$ cat src/tape_ctrl_map.svh
// Register locations, field positions and timing figures of the tape controller registers.
`ifndef TAPE_CTRL_MAP_SVH
`define TAPE_CTRL_MAP_SVH

`define REG_BUS_ADDR_LOW 2'h0
`define REG_CMD_POINTER 2'h1
`define REG_CTRL_STATUS 2'h2

`define DATA_W 16
`define ADDR_W 22
`define EXT_W 4
`define EXT_FIELD_LO 8
`define EXT_FIELD_HI 11
`define PTR_LOW_HI 15
`define PTR_LOW_LO 2
`define PTR_UPPER_HI 1
`define PTR_UPPER_LO 0
`define ADDR_UPPER_HI 17
`define ADDR_UPPER_LO 16
`define ADDR_EXT_LO 18
`define ADDR_EXT_HI 21

`define NXM_TIMEOUT_NS 20000
`define REF_CLK_PERIOD_NS 100
`define SYNC_BITS 2
`define SYNC_OFFLINE 0
`define SYNC_EXT_FEAT 1

`define TERM_CLASS_RESET 3'h0
`define FATAL_CLASS_RESET 2'h0

`endif

$ cat src/tape_ctrl_pkg.sv
// Types shared by the tape controller register logic.
package tape_ctrl_pkg;
   typedef enum logic [2:0] {
      TC_NORMAL = 3'b000,
      TC_ATTENTION = 3'b001,
      TC_STATUS_ALERT = 3'b010,
      TC_FUNC_REJECT = 3'b011,
      TC_RECOV_MOVED = 3'b100,
      TC_RECOV_STILL = 3'b101,
      TC_UNRECOV_LOST = 3'b110,
      TC_FATAL = 3'b111
   } term_class_e;

   typedef enum logic [1:0] {
      FATAL_DIAG = 2'b00
   } fatal_class_e;

   typedef enum logic [2:0] {
      ST_INIT = 3'b000,
      ST_DIAG = 3'b001,
      ST_READY = 3'b010,
      ST_BUSY = 3'b011,
      ST_FATAL = 3'b100
   } ctrl_state_e;
endpackage

$ cat src/dma_watch_if.sv
// Link between the register core and the bus response watchdog.
`timescale 1ns/1ps
interface dma_watch_if;
   logic req;
   logic reply;
   logic expired;
   modport watch (input req, input reply, output expired);
   modport core (output req, output reply, input expired);
endinterface

$ cat src/pin_sync.sv
// Three-stage synchroniser for slow pin levels, changes only when stages two and three agree.
`timescale 1ns/1ps
module pin_sync #(
   parameter int W = 2
) (
   input wire logic i_ref_clk,
   input wire logic i_rst,
   input wire logic [W-1:0] i_d,
   output logic [W-1:0] o_q
);
   genvar g;
   generate
      for (g = 0; g < W; g = g + 1) begin : g_bit
         logic s1_reg;
         logic s2_reg;
         logic s3_reg;
         always_ff @(posedge i_ref_clk or posedge i_rst) begin
            if (i_rst) begin
               s1_reg <= 1'b0;
               s2_reg <= 1'b0;
               s3_reg <= 1'b0;
               o_q[g] <= 1'b0;
            end else begin
               s1_reg <= i_d[g];
               s2_reg <= s1_reg;
               s3_reg <= s2_reg;
               if (s2_reg == s3_reg) begin
                  o_q[g] <= s3_reg;
               end
            end
         end
      end
   endgenerate
endmodule

$ cat src/dma_watchdog.sv
// Flags a memory cycle that gets no bus response within the allowed time.
`timescale 1ns/1ps
`include "tape_ctrl_map.svh"
module dma_watchdog (
   input wire logic i_ref_clk,
   input wire logic i_rst,
   dma_watch_if.watch w
);
   // Least wait rounds up to whole cycles.
   localparam int LIMIT = (`NXM_TIMEOUT_NS + `REF_CLK_PERIOD_NS - 1) / `REF_CLK_PERIOD_NS;
   localparam int CW = $clog2(LIMIT + 1);
   localparam logic [CW-1:0] LIMIT_C = CW'(LIMIT);
   localparam logic [CW-1:0] ONE_C = CW'(1);

   logic [CW-1:0] count_reg;
   logic fired_reg;
   wire waiting = w.req && !w.reply;
   wire hit = waiting && (count_reg == LIMIT_C - ONE_C);

   always_ff @(posedge i_ref_clk or posedge i_rst) begin
      if (i_rst) begin
         count_reg <= '0;
         fired_reg <= 1'b0;
      end else begin
         count_reg <= (waiting && !hit) ? count_reg + ONE_C : '0;
         fired_reg <= hit;
      end
   end

   assign w.expired = fired_reg;
endmodule

$ cat src/tape_ctrl_host_registers.sv
// Host-visible address, command pointer and status registers of the tape controller.
`timescale 1ns/1ps
`include "tape_ctrl_map.svh"

////////////////////////////////////////////////////////////////////////////////
// Notes on behaviour
// - Bus address low word reads at location zero.
// - Pointer word write loads bits 15-2, clears 1-0.
// - DMA progress keeps updating the bus address.
// - Bus initialize leaves bus address unchanged.
// - Written bits 1-0 become pointer bits 17-16.
// - Extension fills bits 21-18 unless features off.
// - Extension cleared after one use and initialize.
// - High status byte write loads the extension.
// - Pointer writes always acknowledged; refused when busy.
// - Accepted pointer write clears subsystem ready.
// - Maintenance pointer transfers refused with special condition.
// - Status word write triggers full hardware initialize.
// - Bit 15 flags error, exception, refusal, memory.
// - Bit 14 always reads zero.
// - RAM failure sets bit 13, inhibits message store.
// - No bus response in 20 us sets bit 11.
// - Bit 10 needs message address; others rejected.
// - Bits 9-8 mirror internal address bits 17-16.
// - Bit 7 ready; cleared by initialize, set after diagnostics.
// - Bit 6 offline, sampled only at completion.
// - Fatal class shown only with class seven.
// - Bits 3-1 carry the termination class.
// - Class seven is fatal controller error.
// - Extension write ignored when not ready; keeps ready.
module tape_ctrl_host_registers (
   input wire logic i_ref_clk,
   input wire logic i_rst,
   // Host register port.
   input wire logic i_bus_sel,
   input wire logic i_bus_write,
   input wire logic i_bus_byte,
   input wire logic i_bus_byte_high,
   input wire logic i_bus_maint,
   input wire logic [1:0] i_bus_index,
   input wire logic [`DATA_W-1:0] i_bus_wdata,
   input wire logic i_bus_init,
   output logic o_bus_ack,
   output logic [`DATA_W-1:0] o_bus_rdata,
   // Pins.
   input wire logic i_transport_offline,
   input wire logic i_ext_features,
   // Controller core side.
   input wire logic i_diag_pass,
   input wire logic i_diag_fail,
   input wire logic i_ram_fail,
   input wire logic i_dma_addr_valid,
   input wire logic [`ADDR_W-1:0] i_dma_addr,
   input wire logic i_dma_req,
   input wire logic i_dma_reply,
   input wire logic i_cmd_done,
   input wire logic [2:0] i_cmd_term_class,
   input wire logic i_cmd_exception,
   input wire logic i_cmd_write_char,
   input wire logic i_cmd_msg_addr_ok,
   output logic o_cmd_start,
   output logic [`ADDR_W-1:0] o_cmd_pointer,
   output logic o_hw_init,
   output logic o_dma_abort,
   output logic o_msg_store_inhibit
);

   ////////////////////////////////////////////////////////////////////////////////
   // Synchronised pins and watchdog.

   logic [`SYNC_BITS-1:0] pins_sync;
   dma_watch_if watch_link ();

   pin_sync #(
      .W(`SYNC_BITS)
   ) u_pin_sync (
      .i_ref_clk(i_ref_clk),
      .i_rst(i_rst),
      .i_d({i_ext_features, i_transport_offline}),
      .o_q(pins_sync)
   );

   assign watch_link.req = i_dma_req;
   assign watch_link.reply = i_dma_reply;

   dma_watchdog u_dma_watchdog (
      .i_ref_clk(i_ref_clk),
      .i_rst(i_rst),
      .w(watch_link.watch)
   );

   wire offline_now = pins_sync[`SYNC_OFFLINE];
   wire ext_enabled = pins_sync[`SYNC_EXT_FEAT];
   wire mem_timeout = watch_link.expired;

   ////////////////////////////////////////////////////////////////////////////////
   // State.

   tape_ctrl_pkg::ctrl_state_e state_reg;
   tape_ctrl_pkg::ctrl_state_e state_next;
   logic [`ADDR_W-1:0] bus_addr_reg;
   logic [`EXT_W-1:0] address_extension_reg;
   logic special_condition_reg;
   logic sanity_check_error_reg;
   logic modification_refused_reg;
   logic nonexistent_memory_reg;
   logic need_message_address_reg;
   logic transport_offline_reg;
   logic [1:0] fatal_class_reg;
   logic [2:0] termination_class_reg;

   ////////////////////////////////////////////////////////////////////////////////
   // Access decode.

   wire hit_addr = i_bus_sel && (i_bus_index == `REG_BUS_ADDR_LOW);
   wire hit_ptr = i_bus_sel && (i_bus_index == `REG_CMD_POINTER);
   wire hit_stat = i_bus_sel && (i_bus_index == `REG_CTRL_STATUS);
   wire hit_read = i_bus_sel && !i_bus_write;
   wire subsystem_ready = (state_reg == tape_ctrl_pkg::ST_READY);

   wire ptr_write = hit_ptr && i_bus_write;
   wire ptr_normal = ptr_write && !i_bus_byte && !i_bus_maint;
   wire ptr_accept = ptr_normal && subsystem_ready;
   wire ptr_refuse = ptr_write && (i_bus_maint || (!i_bus_byte && !subsystem_ready));

   wire stat_word_write = hit_stat && i_bus_write && !i_bus_byte;
   wire ext_write = hit_stat && i_bus_write && i_bus_byte && i_bus_byte_high;
   wire ext_load = ext_write && subsystem_ready;

   wire init_now = i_bus_init || stat_word_write;

   ////////////////////////////////////////////////////////////////////////////////
   // Command pointer assembly.

   logic [`ADDR_W-1:0] pointer_value;
   wire [`EXT_W-1:0] ext_used = ext_enabled ? address_extension_reg : '0;
   always_comb begin
      pointer_value = '0;
      pointer_value[`PTR_LOW_HI:`PTR_LOW_LO] = i_bus_wdata[`PTR_LOW_HI:`PTR_LOW_LO];
      pointer_value[`ADDR_UPPER_HI:`ADDR_UPPER_LO] =
         i_bus_wdata[`PTR_UPPER_HI:`PTR_UPPER_LO];
      pointer_value[`ADDR_EXT_HI:`ADDR_EXT_LO] = ext_used;
   end

   ////////////////////////////////////////////////////////////////////////////////
   // Command completion decode.

   wire reject_for_nba = need_message_address_reg && !i_cmd_write_char;
   wire [2:0] done_class = reject_for_nba ? tape_ctrl_pkg::TC_FUNC_REJECT : i_cmd_term_class;
   wire done_special = i_cmd_exception || reject_for_nba || (done_class != 3'h0);
   wire cmd_finish = i_cmd_done && (state_reg == tape_ctrl_pkg::ST_BUSY);

   ////////////////////////////////////////////////////////////////////////////////
   // Controller sequence.

   always_comb begin
      state_next = state_reg;
      case (state_reg)
         tape_ctrl_pkg::ST_INIT: begin
            state_next = tape_ctrl_pkg::ST_DIAG;
         end
         tape_ctrl_pkg::ST_DIAG: begin
            if (i_diag_fail) begin
               state_next = tape_ctrl_pkg::ST_FATAL;
            end else if (i_diag_pass) begin
               state_next = tape_ctrl_pkg::ST_READY;
            end
         end
         tape_ctrl_pkg::ST_READY: begin
            if (ptr_accept) begin
               state_next = tape_ctrl_pkg::ST_BUSY;
            end
         end
         tape_ctrl_pkg::ST_BUSY: begin
            if (i_cmd_done) begin
               state_next = tape_ctrl_pkg::ST_READY;
            end
         end
         tape_ctrl_pkg::ST_FATAL: begin
            state_next = tape_ctrl_pkg::ST_FATAL;
         end
         default: begin
            state_next = tape_ctrl_pkg::ST_INIT;
         end
      endcase
      if (init_now) begin
         state_next = tape_ctrl_pkg::ST_INIT;
      end
   end

   always_ff @(posedge i_ref_clk or posedge i_rst) begin
      if (i_rst) begin
         state_reg <= tape_ctrl_pkg::ST_INIT;
      end else begin
         state_reg <= state_next;
      end
   end

   ////////////////////////////////////////////////////////////////////////////////
   // Internal bus address. Initialize deliberately does not touch it.

   always_ff @(posedge i_ref_clk or posedge i_rst) begin
      if (i_rst) begin
         bus_addr_reg <= '0;
      end else if (ptr_accept && !init_now) begin
         bus_addr_reg <= pointer_value;
      end else if (i_dma_addr_valid) begin
         bus_addr_reg <= i_dma_addr;
      end
   end

   ////////////////////////////////////////////////////////////////////////////////
   // Address extension.

   always_ff @(posedge i_ref_clk or posedge i_rst) begin
      if (i_rst) begin
         address_extension_reg <= '0;
      end else if (init_now || ptr_accept) begin
         address_extension_reg <= '0;
      end else if (ext_load) begin
         address_extension_reg <= i_bus_wdata[`EXT_FIELD_HI:`EXT_FIELD_LO];
      end
   end

   ////////////////////////////////////////////////////////////////////////////////
   // Status flags. Clears come first so that a same-cycle event other than command completion still sets its flag.

   always_ff @(posedge i_ref_clk or posedge i_rst) begin
      if (i_rst) begin
         special_condition_reg <= 1'b0;
         sanity_check_error_reg <= 1'b0;
         modification_refused_reg <= 1'b0;
         nonexistent_memory_reg <= 1'b0;
         need_message_address_reg <= 1'b1;
         termination_class_reg <= `TERM_CLASS_RESET;
         fatal_class_reg <= `FATAL_CLASS_RESET;
      end else begin
         if (init_now) begin
            special_condition_reg <= 1'b0;
            sanity_check_error_reg <= 1'b0;
            modification_refused_reg <= 1'b0;
            nonexistent_memory_reg <= 1'b0;
            need_message_address_reg <= 1'b1;
            termination_class_reg <= `TERM_CLASS_RESET;
            fatal_class_reg <= `FATAL_CLASS_RESET;
         end else if (ptr_accept) begin
            special_condition_reg <= 1'b0;
            modification_refused_reg <= 1'b0;
            nonexistent_memory_reg <= 1'b0;
            termination_class_reg <= tape_ctrl_pkg::TC_NORMAL;
         end
         if (cmd_finish && !init_now) begin
            termination_class_reg <= done_class;
            if (done_special) begin
               special_condition_reg <= 1'b1;
            end
            if (i_cmd_write_char && i_cmd_msg_addr_ok) begin
               need_message_address_reg <= 1'b0;
            end
         end
         if (ptr_refuse) begin
            modification_refused_reg <= 1'b1;
            special_condition_reg <= 1'b1;
         end
         if (mem_timeout) begin
            nonexistent_memory_reg <= 1'b1;
            special_condition_reg <= 1'b1;
         end
         if (i_ram_fail) begin
            sanity_check_error_reg <= 1'b1;
         end
         if (i_diag_fail && state_reg == tape_ctrl_pkg::ST_DIAG) begin
            special_condition_reg <= 1'b1;
            termination_class_reg <= tape_ctrl_pkg::TC_FATAL;
            fatal_class_reg <= tape_ctrl_pkg::FATAL_DIAG;
         end
      end
   end

   // Offline is a snapshot taken when a command completes.
   always_ff @(posedge i_ref_clk or posedge i_rst) begin
      if (i_rst) begin
         transport_offline_reg <= 1'b0;
      end else if (cmd_finish) begin
         transport_offline_reg <= offline_now;
      end
   end

   ////////////////////////////////////////////////////////////////////////////////
   // Read data.

   wire fatal_visible = special_condition_reg &&
      (termination_class_reg == tape_ctrl_pkg::TC_FATAL);
   wire [1:0] fatal_shown = fatal_visible ? fatal_class_reg : 2'h0;

   wire [`DATA_W-1:0] status_word = {
      special_condition_reg,
      1'b0,
      sanity_check_error_reg,
      modification_refused_reg,
      nonexistent_memory_reg,
      need_message_address_reg,
      bus_addr_reg[`ADDR_UPPER_HI:`ADDR_UPPER_LO],
      subsystem_ready,
      transport_offline_reg,
      fatal_shown,
      termination_class_reg,
      1'b0
   };

   logic [`DATA_W-1:0] read_mux;
   always_comb begin
      if (hit_addr) begin
         read_mux = bus_addr_reg[`DATA_W-1:0];
      end else if (hit_stat) begin
         read_mux = status_word;
      end else begin
         read_mux = '0;
      end
   end

   always_ff @(posedge i_ref_clk or posedge i_rst) begin
      if (i_rst) begin
         o_bus_rdata <= '0;
         o_bus_ack <= 1'b0;
      end else begin
         o_bus_ack <= i_bus_sel;
         if (hit_read) begin
            o_bus_rdata <= read_mux;
         end
      end
   end

   ////////////////////////////////////////////////////////////////////////////////
   // Core-facing outputs.

   always_ff @(posedge i_ref_clk or posedge i_rst) begin
      if (i_rst) begin
         o_cmd_start <= 1'b0;
         o_cmd_pointer <= '0;
         o_hw_init <= 1'b0;
         o_dma_abort <= 1'b0;
         o_msg_store_inhibit <= 1'b0;
      end else begin
         o_cmd_start <= ptr_accept && !init_now;
         if (ptr_accept) begin
            o_cmd_pointer <= pointer_value;
         end
         o_hw_init <= init_now;
         o_dma_abort <= mem_timeout;
         if (init_now) begin
            o_msg_store_inhibit <= 1'b0;
         end
         if (i_ram_fail) begin
            o_msg_store_inhibit <= 1'b1;
         end
      end
   end

endmodule

$ cat config.mk
export PLATFORM = sky130hd
export DESIGN_NAME = tape_ctrl_host_registers
export DESIGN_NICKNAME = d
export VERILOG_FILES = /design/src/tape_ctrl_pkg.sv /design/src/dma_watch_if.sv /design/src/pin_sync.sv /design/src/dma_watchdog.sv /design/src/tape_ctrl_host_registers.sv
export VERILOG_INCLUDE_DIRS = /design/src /design/src/src
export SDC_FILE = /design/constraint.sdc
export NUM_CORES = 1
export LEC_CHECK = 0
export BUFFER_PORTS_ARGS = -buffer_cell sky130_fd_sc_hd__buf_2
export CORE_MARGIN = 2
export CORE_UTILIZATION = 46
export CTS_BUF_LIST = sky130_fd_sc_hd__clkbuf_8
export CTS_CLUSTER_SIZE = 28
export DETAILED_ROUTE_END_ITERATION = 12
export PLACE_DENSITY = 0.74
export REMOVE_ABC_BUFFERS = 1
export SLEW_MARGIN = 20
export SYNTH_ARGS = -nofsm -noshare
export SYNTH_HDL_FRONTEND = slang
export SYNTH_SLANG_ARGS = --single-unit
export TNS_END_PERCENT = 1
$ cat constraint.sdc
create_clock -name i_ref_clk -period 2.9 [get_ports i_ref_clk]
set_input_delay 0.58 -clock i_ref_clk [delete_from_list [all_inputs] [get_ports i_ref_clk]]
set_output_delay 0.58 -clock i_ref_clk [all_outputs]
set_load 0.03 [all_outputs]
==> flow_summary.json, run 1 <==
{
  "status": "finished clean",
  "async_flop_share_pct": 100,
  "ys_top_cells_by_count": "dfrtp_1, nand2_1, o21ai_0, nand3_1, mux2i_1",
  "synth_edf_count": 0,
  "vias": 3008,
  "wl_per_cell_um": 15.4,
  "pwr-share-comb_pct": 11.1,
  "slowest_delay_ns": 0.60,
  "vdd_drop_max_mv": 0.263,
  "syn_area_per_cell_um2": 10.4,
  "drv_slew": 0,
  "cts_tree": "yes",
  "row_count": 33,
  "ctsLongestPathBuffers": 2,
  "rsz0062_at_grt": "no",
  "syn2layout_area_growth_pct": 21.1,
  "synth.distinct_cells": 46,
  "die_area_mm2": 0.00917,
  "cp_top_family": "simple AND/OR/NAND/NOR gates",
  "yosysWarnings": 0,
  "dr.pass1.iters": 4,
  "gp_congestion": 0.814,
  "synth.top_cell.area_share_pct": 58.1,
  "synth_top_area_cell": "dfrtp_1",
  "critPathMaxFanout": 19,
  "cts.repair.resized": 0,
  "ys.flop_type": "dfrtp_1",
  "crit_arrival_ns": 2.47,
  "drive_above_1_share_pct": 29.8,
  "clk_pin_slew_ns": 0.09,
  "antenna_cells": 0,
  "synth_area_leaders": "dfrtp_1, nand2_1, mux2i_1, o21ai_0, nand3_1",
  "yosysSeqAreaShare_pct": 58.8,
  "antenna_found_initial": 0,
  "syn_area_mm2": 0.00387,
  "setup_viol": 0,
  "crit_type": "reg -> reg",
  "core_mm2": 0.00818,
  "slowest_stage": "or3_1",
  "p_switching_mw": 0.695,
  "ctsHoldBuffers": 0,
  "grt_pass1_vias": 2879,
  "placed_cell_area_mm2": 0.00446,
  "finalCriticalPeriod_ns": 2.26,
  "grt_pass1_wl_mm": 14.2,
  "power_density_mw_per_mm2": 569,
  "p_clk_share_pct": 36.7,
  "start_kind": "flip-flop",
  "cp.required_ns": 3.11,
  "finalHoldViolations": 0,
  "portBuffers": 99,
  "fin_skew_ns": 0.0214,
  "p_sw_share_pct": 26.0,
  "hold_path.class": "in -> async",
  "wl_mm": 8.92,
  "max_cap_violations": 0,
  "chipWidth_um": 95.8,
  "grtUsageTotal_pct": 20.7,
  "syn_inst": 371,
  "cts.sinks": 91,
  "drc": 0,
  "drt_iter0_drc": 150,
  "leakage_nw": 2.40,
  "nets": 532,
  "root_buffer": "clkbuf_8",
  "crit_chain": "or3b_1 -> or3_1 -> nor2_8 -> o21ai_0",
  "synth_seq_cells": 91,
  "p_seq_share_pct": 52.1,
  "tightest_slew_ns": 0.582,
  "post_cts_buffers": 0,
  "largest_register_ff_count": 20,
  "start_util_pct": 47.4,
  "path_buf_inv": 0,
  "end_kind": "flip-flop",
  "routed_via_density": 5.20,
  "hpwlAfterDp_mm": 6.03,
  "die_h_um": 95.8,
  "cts-buffers-inserted": 9,
  "grt_overflow_total": 0,
  "max_slew_margin_pct": 61.2,
  "grt_max_degree": 49,
  "drtAntennaViolNets": 0,
  "fmax_mhz": 443,
  "io_pins": 106,
  "num-fill-cells": 754,
  "tns_ns": 0,
  "fin_crit_sh_pct": 77.9,
  "finish.instance_area_mm2": 0.00469,
  "cts_max_level": 3,
  "internal_power_mw": 1.97,
  "synth_most_common_cell": "dfrtp_1",
  "clk_latency_ns": 0.37
}
cell usage in the layout (no fill, tap or decap), types with 2 or more instances in the layout:
cell type	count
inv_6	3
mux2i_1	22
maj3_1	2
clkbuf_8	10
a31oi_1	4
nor2_1	20
nand3_1	24
buf_4	7
bufinv_16	2
inv_1	5
o21ai_2	7
nor2b_1	2
a22oi_1	11
o21ai_0	32
xnor2_1	2
nand2_1	83
a21o_1	2
xor2_1	4
or3b_2	3
conb_1	2
nor3_1	2
and3_1	3
nand2b_1	4
dfrtp_1	90
a21oi_1	4
buf_2	99
area by class of cell:
cell class / count / area [um2] / share of cell area [%]
clock buffers: 10 / 138 / 2.93
clock inverters: 6 / 93.8 / 2.00
inverters: 7 / 28.8 / 0.613
multi-input cells: 252 / 1450 / 31.0
flip-flops and latches: 91 / 2280 / 48.6
well taps: 105 / 131 / 2.80
repair buffers: 107 / 568 / 12.1
worst paths after layout:
kind | startpoint | endpoint | slack (ns) | cells past startpoint
setup / recovery | state_reg[1] | bus_addr_reg[15] | 0.64 | 4
hold / removal | i_rst | o_cmd_pointer[7] | 0.28 | 2
setup reg to reg | state_reg[1] | bus_addr_reg[15] | 0.64 | 4
hold reg to reg | u_pin_sync.g_bit[1].s1_reg | u_pin_sync.g_bit[1].s2_reg | 0.35 | 0
max in group asynchronous | i_rst | o_bus_rdata[14] | 1.98 | 3
min in group i_ref_clk | i_transport_offline | u_pin_sync.g_bit[0].s1_reg | 0.32 | 1
metal layers:
metal / share of wire [%] / GRT usage [%] / routed length [um] / vias to the layer above
met3: 6.0 / 4.15 / 535 / 15
met2: 48 / 32.7 / 4290 / 94
met1: 44 / 28.0 / 3930 / 1445
li1: - / - / - / 1454
met5: 0 / 0 / 0 / -
met4: 1.7 / 8.69 / 155 / 0
stage by stage:
| step | utilization [%] | setup WS [ns] | hold WS, ns | cells | power [mW] |
|---|---|---|---|---|---|
| global route | 57.4 | 0.554 | 0.301 | 578 | 2.79 |
| global placement | 54.5 | 0.492 | 0.333 | 562 | 1.71 |
| detailed placement | 54.5 | 0.432 | 0.336 | 562 | 1.72 |
| finish | 57.4 | 0.642 | 0.278 | 578 | 2.67 |
| CTS | 57.4 | 0.632 | 0.293 | 578 | 2.70 |
| floorplan | - | -0.775 | 0.331 | 350 | 1.58 |
worst register-to-register path, stage by stage (launching register included):
cell and delay [ns]:
dfrtp_1 0.51, or3b_1 0.43, or3_1 0.60, nor2_8 0.38, o21ai_0 0.19
power by group through the flow:
stage               registers, mW  clock network [mW]  logic, mW
CTS                          1.39                1.00      0.302
finish                       1.39               0.980      0.297
detailed placement           1.42                   0      0.301
global placement             1.41                   0      0.295
global route                 1.40                1.05      0.332
floorplan                    1.46                   0      0.128
cells by family (layout without fill, tap and decap cells):
family,count (synthesis),in the layout,synth area share [%]
buf+inv,29,130,4.20
compound gates,65,65,10.5
flops,91,91,58.8
simple gates,153,153,18.2
fa+ha+maj,3,3,0.840
xor+xnor,6,6,1.36
other cells,1,2,0.0968
mux,23,23,5.98
Power figures use the tool's default switching activity.
==> inputs of run 2 (changes only) <==
Settings changed: ABC_AREA set to 1, PLACE_DENSITY 0.74 to 0.71.
Clock period 2.9 ns to 2.3 ns, I/O delays scaled along.
==> flow_summary.json, run 2 <==
{
  "synth.top_cell.area_share_pct": 53.6,
  "slowest_stage": "dfrtp_1",
  "slowest_delay_ns": 0.42,
  "cts-buffers-inserted": 9,
  "async_flop_share_pct": 100,
  "row_count": 34,
  "start_util_pct": 47.7,
  "finalHoldViolations": 0,
  "synth_top_area_cell": "dfrtp_1",
  "cp-startpoint": "state_reg[0]",
  "grt_pass1_vias": 3322,
  "layout_common_cells": "nand2_1, buf_2, dfrtp_1, inv_1, nand3_1",
  "yosysWarnings": 0,
  "r2r_start": "state_reg[0]",
  "status": "finished clean",
  "tns_ns": 0,
  "cp_top_family": "simple AND/OR/NAND/NOR gates",
  "io_pins": 106,
  "clk_latency_ns": 0.37,
  "max_slew_margin_pct": 64.1,
  "antenna_cells": 0,
  "grt_overflow_total": 0,
  "leakage_nw": 2.78,
  "vdd_drop_max_mv": 0.297,
  "rsz0062_at_grt": "no",
  "antenna_found_initial": 0,
  "finalNonFillerCells": 708,
  "end_kind": "flip-flop",
  "cts_tree": "yes",
  "drive_above_1_share_pct": 23.3,
  "tightest_slew_ns": 0.536,
  "die_area_mm2": 0.00991,
  "syn_inst": 498,
  "finalCriticalPeriod_ns": 1.65,
  "synth_most_common_cell": "nand2_1",
  "syn2layout_area_growth_pct": 19.0,
  "gp_congestion": 0.830,
  "setup_viol": 0,
  "num-fill-cells": 830,
  "post_cts_buffers": 0,
  "chipWidth_um": 99.5,
  "crit_type": "reg -> reg",
  "root_buffer": "clkbuf_8",
  "grt_max_degree": 42,
  "grt_pass1_wl_mm": 15.9,
  "yosysSeqAreaShare_pct": 54.3,
  "dr.pass1.iters": 4,
  "syn_area_mm2": 0.00420,
  "start_kind": "flip-flop",
  "drc": 0,
  "portBuffers": 99,
  "fin_skew_ns": 0.00805,
  "hold_path.class": "in -> async",
  "drv_slew": 0,
  "die_h_um": 99.5,
  "ctsHoldBuffers": 0,
  "crit_chain": "inv_1 -> nand3_4 -> nor2_8 -> nand3_4 -> nand3_1 -> nand3_1",
  "crit_arrival_ns": 1.90,
  "wl_per_cell_um": 13.4,
  "ctsLongestPathBuffers": 2,
  "synth_seq_cells": 91,
  "routed_via_density": 4.90,
  "max_cap_violations": 0,
  "critPathMaxFanout": 32,
  "drtAntennaViolNets": 0,
  "ys.flop_type": "dfrtp_1",
  "largest_register_ff_count": 20,
  "drt_iter0_drc": 140,
  "ys_top_cells_by_count": "nand2_1, dfrtp_1, inv_1, nand3_1, o21ai_0",
  "cts.sinks": 91,
  "nets": 659,
  "wl_mm": 9.50,
  "dp.cells": 692,
  "synth.distinct_cells": 31,
  "syn_area_per_cell_um2": 8.43,
  "synth_area_leaders": "dfrtp_1, nand2_1, inv_1, nand3_1, o21ai_0",
  "synth_edf_count": 0,
  "path_buf_inv": 1,
  "fmax_mhz": 606,
  "fin_crit_sh_pct": 71.7,
  "cp.required_ns": 2.55,
  "cts_max_level": 3,
  "grtUsageTotal_pct": 20.3,
  "power_density_mw_per_mm2": 710,
  "clk_pin_slew_ns": 0.09,
  "core_mm2": 0.00881,
  "hpwlAfterDp_mm": 6.91,
  "vias": 3471,
  "cts.repair.resized": 0,
  "layout_commonest_cell": "nand2_1"
}
==> run 2: area by class of cell <==
cell class                 instances  area, um2  share of cell area [%]
tap                              108        135                    2.71
clock buffer                       9        124                    2.48
sequential                        91       2280                    45.6
inverter                          59        224                    4.48
clock inverter                     7        118                    2.35
timing repair buffer             103        538                    10.8
multi-input combinational        331       1580                    31.6
==> run 2: logic make-up (layout without fill, tap and decap cells) <==
group                    Yosys count  count (layout)  synth area share (%)
AO/OA/AOI/OAI                     51              51                  6.50
adder cells (fa/ha/maj)            3               3                 0.775
buffers and inverters             77             178                  8.25
flip-flops                        91              91                  54.3
other                              1               2                0.0893
AND/OR/NAND/NOR                  275             275                  30.1
==> run 2: metrics by stage <==
step | util, % | hold slack [ns] | setup WS [ns] | cell area (um2) | total power [mW]
after floorplan | - | 0.331 | -0.522 | 4080 | 2.09
after global placement | 54.0 | 0.332 | 0.379 | 4750 | 2.27
after detailed placement | 54.0 | 0.342 | 0.336 | 4750 | 2.28
after CTS | 56.7 | 0.121 | 0.602 | 4990 | 3.57
after global routing | 56.7 | 0.136 | 0.484 | 4990 | 3.69
final | 56.7 | 0.0977 | 0.650 | 4990 | 3.54
==> run 2: power breakdown <==
group | leakage, nW | internal, mW | switching, mW
logic | 1.48 | 0.154 | 0.320
clock network | 0.117 | 0.719 | 0.578
registers | 1.18 | 1.71 | 0.0654
total | 2.78 | 2.58 | 0.963
==> run 2: final timing paths <==
| check | to | slack, ns | depth (start not counted) |
|---|---|---|---|
| worst max-delay path | bus_addr_reg[12] | 0.65 | 6 |
| worst min-delay path | u_dma_watchdog.count_reg[3] | 0.1 | 2 |
| worst max register to register | bus_addr_reg[12] | 0.65 | 6 |
| worst min register to register | u_pin_sync.g_bit[1].s2_reg | 0.36 | 0 |
| max in group asynchronous | termination_class_reg[1] | 1.58 | 3 |
| min in group i_ref_clk | u_pin_sync.g_bit[1].s1_reg | 0.19 | 1 |
==> run 2: metal layers <==
layer	vias to the layer above	part of all wire (%)	track usage, %
met4	0	1.3	6.32
li1	1755	-	-
met3	12	4.9	3.94
met5	-	0	0
met1	1618	45	27.8
met2	86	48	33.0
==> inputs of run 3 (changes only) <==
Settings changed: PLACE_DENSITY 0.71 to 0.73.
Clock period 2.3 ns to 1.4 ns, I/O delays scaled along.
==> flow_summary.json, run 3 (synthesis gave the netlist of run 2 again) <==
{
  "status": "complete, but fails checks",
  "violations": "negative setup slack",
  "clk_latency_ns": 0.36,
  "holdWs_ns": 0.0234,
  "pwr-share-comb_pct": 15.7,
  "tns_ns": -0.0163,
  "drc": 0,
  "power_density_mw_per_mm2": 1050,
  "critPathMostFrequentCell": "nand3_4",
  "p_clk_share_pct": 31.7,
  "layout_common_cells": "nand2_1, buf_2, dfrtp_1, inv_1",
  "die_h_um": 99.5,
  "dp.cells": 714,
  "grt_pass1_wl_mm": 16.3,
  "cts.sinks": 91,
  "crit_arrival_ns": 1.65,
  "ctsLongestPathBuffers": 2,
  "leakage_nw": 2.95,
  "power.total_mw": 5.54,
  "cts_max_level": 3,
  "io_pins": 106,
  "finalCriticalPeriod_ns": 1.41,
  "tightest_slew_ns": 0.517,
  "core_mm2": 0.00881,
  "slowest_delay_ns": 0.39,
  "fmax_mhz": 711,
  "cts-buffers-inserted": 9,
  "wl_mm": 10.0,
  "setup_viol": 5,
  "wl_per_cell_um": 13.6,
  "largest_register_ff_count": 20,
  "placed_cell_area_mm2": 0.00494,
  "crit_type": "reg -> reg",
  "die_area_mm2": 0.00991,
  "max_cap_violations": 0,
  "p_seq_share_pct": 52.6,
  "chipWidth_um": 99.5,
  "grt_overflow_total": 0,
  "slowest_stage": "dfrtp_1",
  "vias": 3591,
  "vdd_drop_max_mv": 0.439,
  "cp.required_ns": 1.64,
  "grt_max_degree": 49,
  "layout_commonest_cell": "nand2_1",
  "syn2layout_area_growth_pct": 26.0,
  "drv_slew": 0,
  "finalNonFillerCells": 736,
  "finalWorstSetupSlack_ns": -0.00652,
  "routed_via_density": 4.88,
  "nets": 687,
  "drtAntennaViolNets": 0,
  "start_util_pct": 47.7,
  "critPathMaxFanout": 8,
  "p_switching_mw": 1.60,
  "row_count": 34,
  "internal_power_mw": 3.94,
  "crit_chain": "inv_2 -> nand3_4 -> buf_6 -> nor2_8 -> nand3_4 -> clkbuf_16 -> nand2_1 -> nand3_2",
  "fin_crit_sh_pct": 100,
  "finalHoldViolations": 0,
  "end_kind": "flip-flop",
  "gp_congestion": 0.866,
  "drt_iter0_drc": 161,
  "start_kind": "flip-flop",
  "portBuffers": 99,
  "root_buffer": "clkbuf_8",
  "rsz0062_at_grt": "yes",
  "hpwlAfterDp_mm": 7.16,
  "clk_pin_slew_ns": 0.09,
  "cts_tree": "yes",
  "fin_skew_ns": 0.00739,
  "antenna_found_initial": 0,
  "num-fill-cells": 802,
  "drive_above_1_share_pct": 28.8,
  "p_sw_share_pct": 28.8,
  "hold_path.class": "in -> reg",
  "dr.pass1.iters": 5,
  "grt_pass1_vias": 3460,
  "grtUsageTotal_pct": 20.8,
  "antenna_cells": 0,
  "finish.instance_area_mm2": 0.00529,
  "max_slew_margin_pct": 65.3
}
## run 3: area by class of cell
class | instances | area [um2] | area share, %
flip-flops and latches | 91 | 2280 | 43.1
well taps | 108 | 135 | 2.55
clock inverters | 7 | 70.1 | 1.32
repair buffers | 131 | 818 | 15.5
inverters | 59 | 223 | 4.21
multi-input cells | 331 | 1640 | 31.0
clock buffers | 9 | 124 | 2.34
## run 3: through the flow
step / setup slack, ns / util (%)
after global placement: -0.0575 / 56.1
after floorplan: -1.24 / -
final: -0.00652 / 60.1
after CTS: 0.00460 / 58.5
after global routing: -0.0938 / 60.1
after detailed placement: -0.0700 / 56.1
## run 3: timing repair
item / 4_1_cts / 5_1_grt
pin swaps: 1 / 12
setup endpoints to repair: 15 / 33
resized for setup: 2 / 16
hold buffers: 1 / 0
endpoints found under the hold margin: 90 / 0
buffers inserted: 0 / 3
gates cloned: 0 / 2
## run 3: power by group through the flow
stage	Sequential, mW	Clock, mW	Combinational (mW)
final	2.91	1.75	0.872
after floorplan	3.08	0	0.361
after CTS	2.91	1.80	0.862
after detailed placement	2.96	0	0.852
after global routing	2.93	1.90	0.971
after global placement	2.96	0	0.835
## run 3: routing by layer
metal	vias to the layer above	global-route usage, %	share of wire [%]	routed length, um
li1	1821	-	-	-
met1	1669	28.7	45	4490
met2	88	33.3	49	4930
met3	13	4.29	4.7	466
met4	0	6.53	1.3	128
met5	-	0	0	0
## run 3: worst paths after layout
path / startpoint / end / slack (ns) / depth (start not counted)
max: state_reg[0] / bus_addr_reg[12] / -0.007 / 8
min: i_ext_features / u_pin_sync.g_bit[1].s1_reg / 0.02 / 1
max reg2reg: state_reg[0] / bus_addr_reg[12] / -0.007 / 8
min reg2reg: u_pin_sync.g_bit[0].s1_reg / u_pin_sync.g_bit[0].s2_reg / 0.36 / 0
max in group asynchronous: i_rst / need_message_address_reg / 0.59 / 4
min in group asynchronous: i_rst / u_dma_watchdog.count_reg[4] / 0.52 / 4
## run 3: worst max-delay path: cells and delay by family (launching register included)
family	cells	cell delay (ns)
buf+inv	3	0.42
flops	1	0.39
simple gates	5	0.46
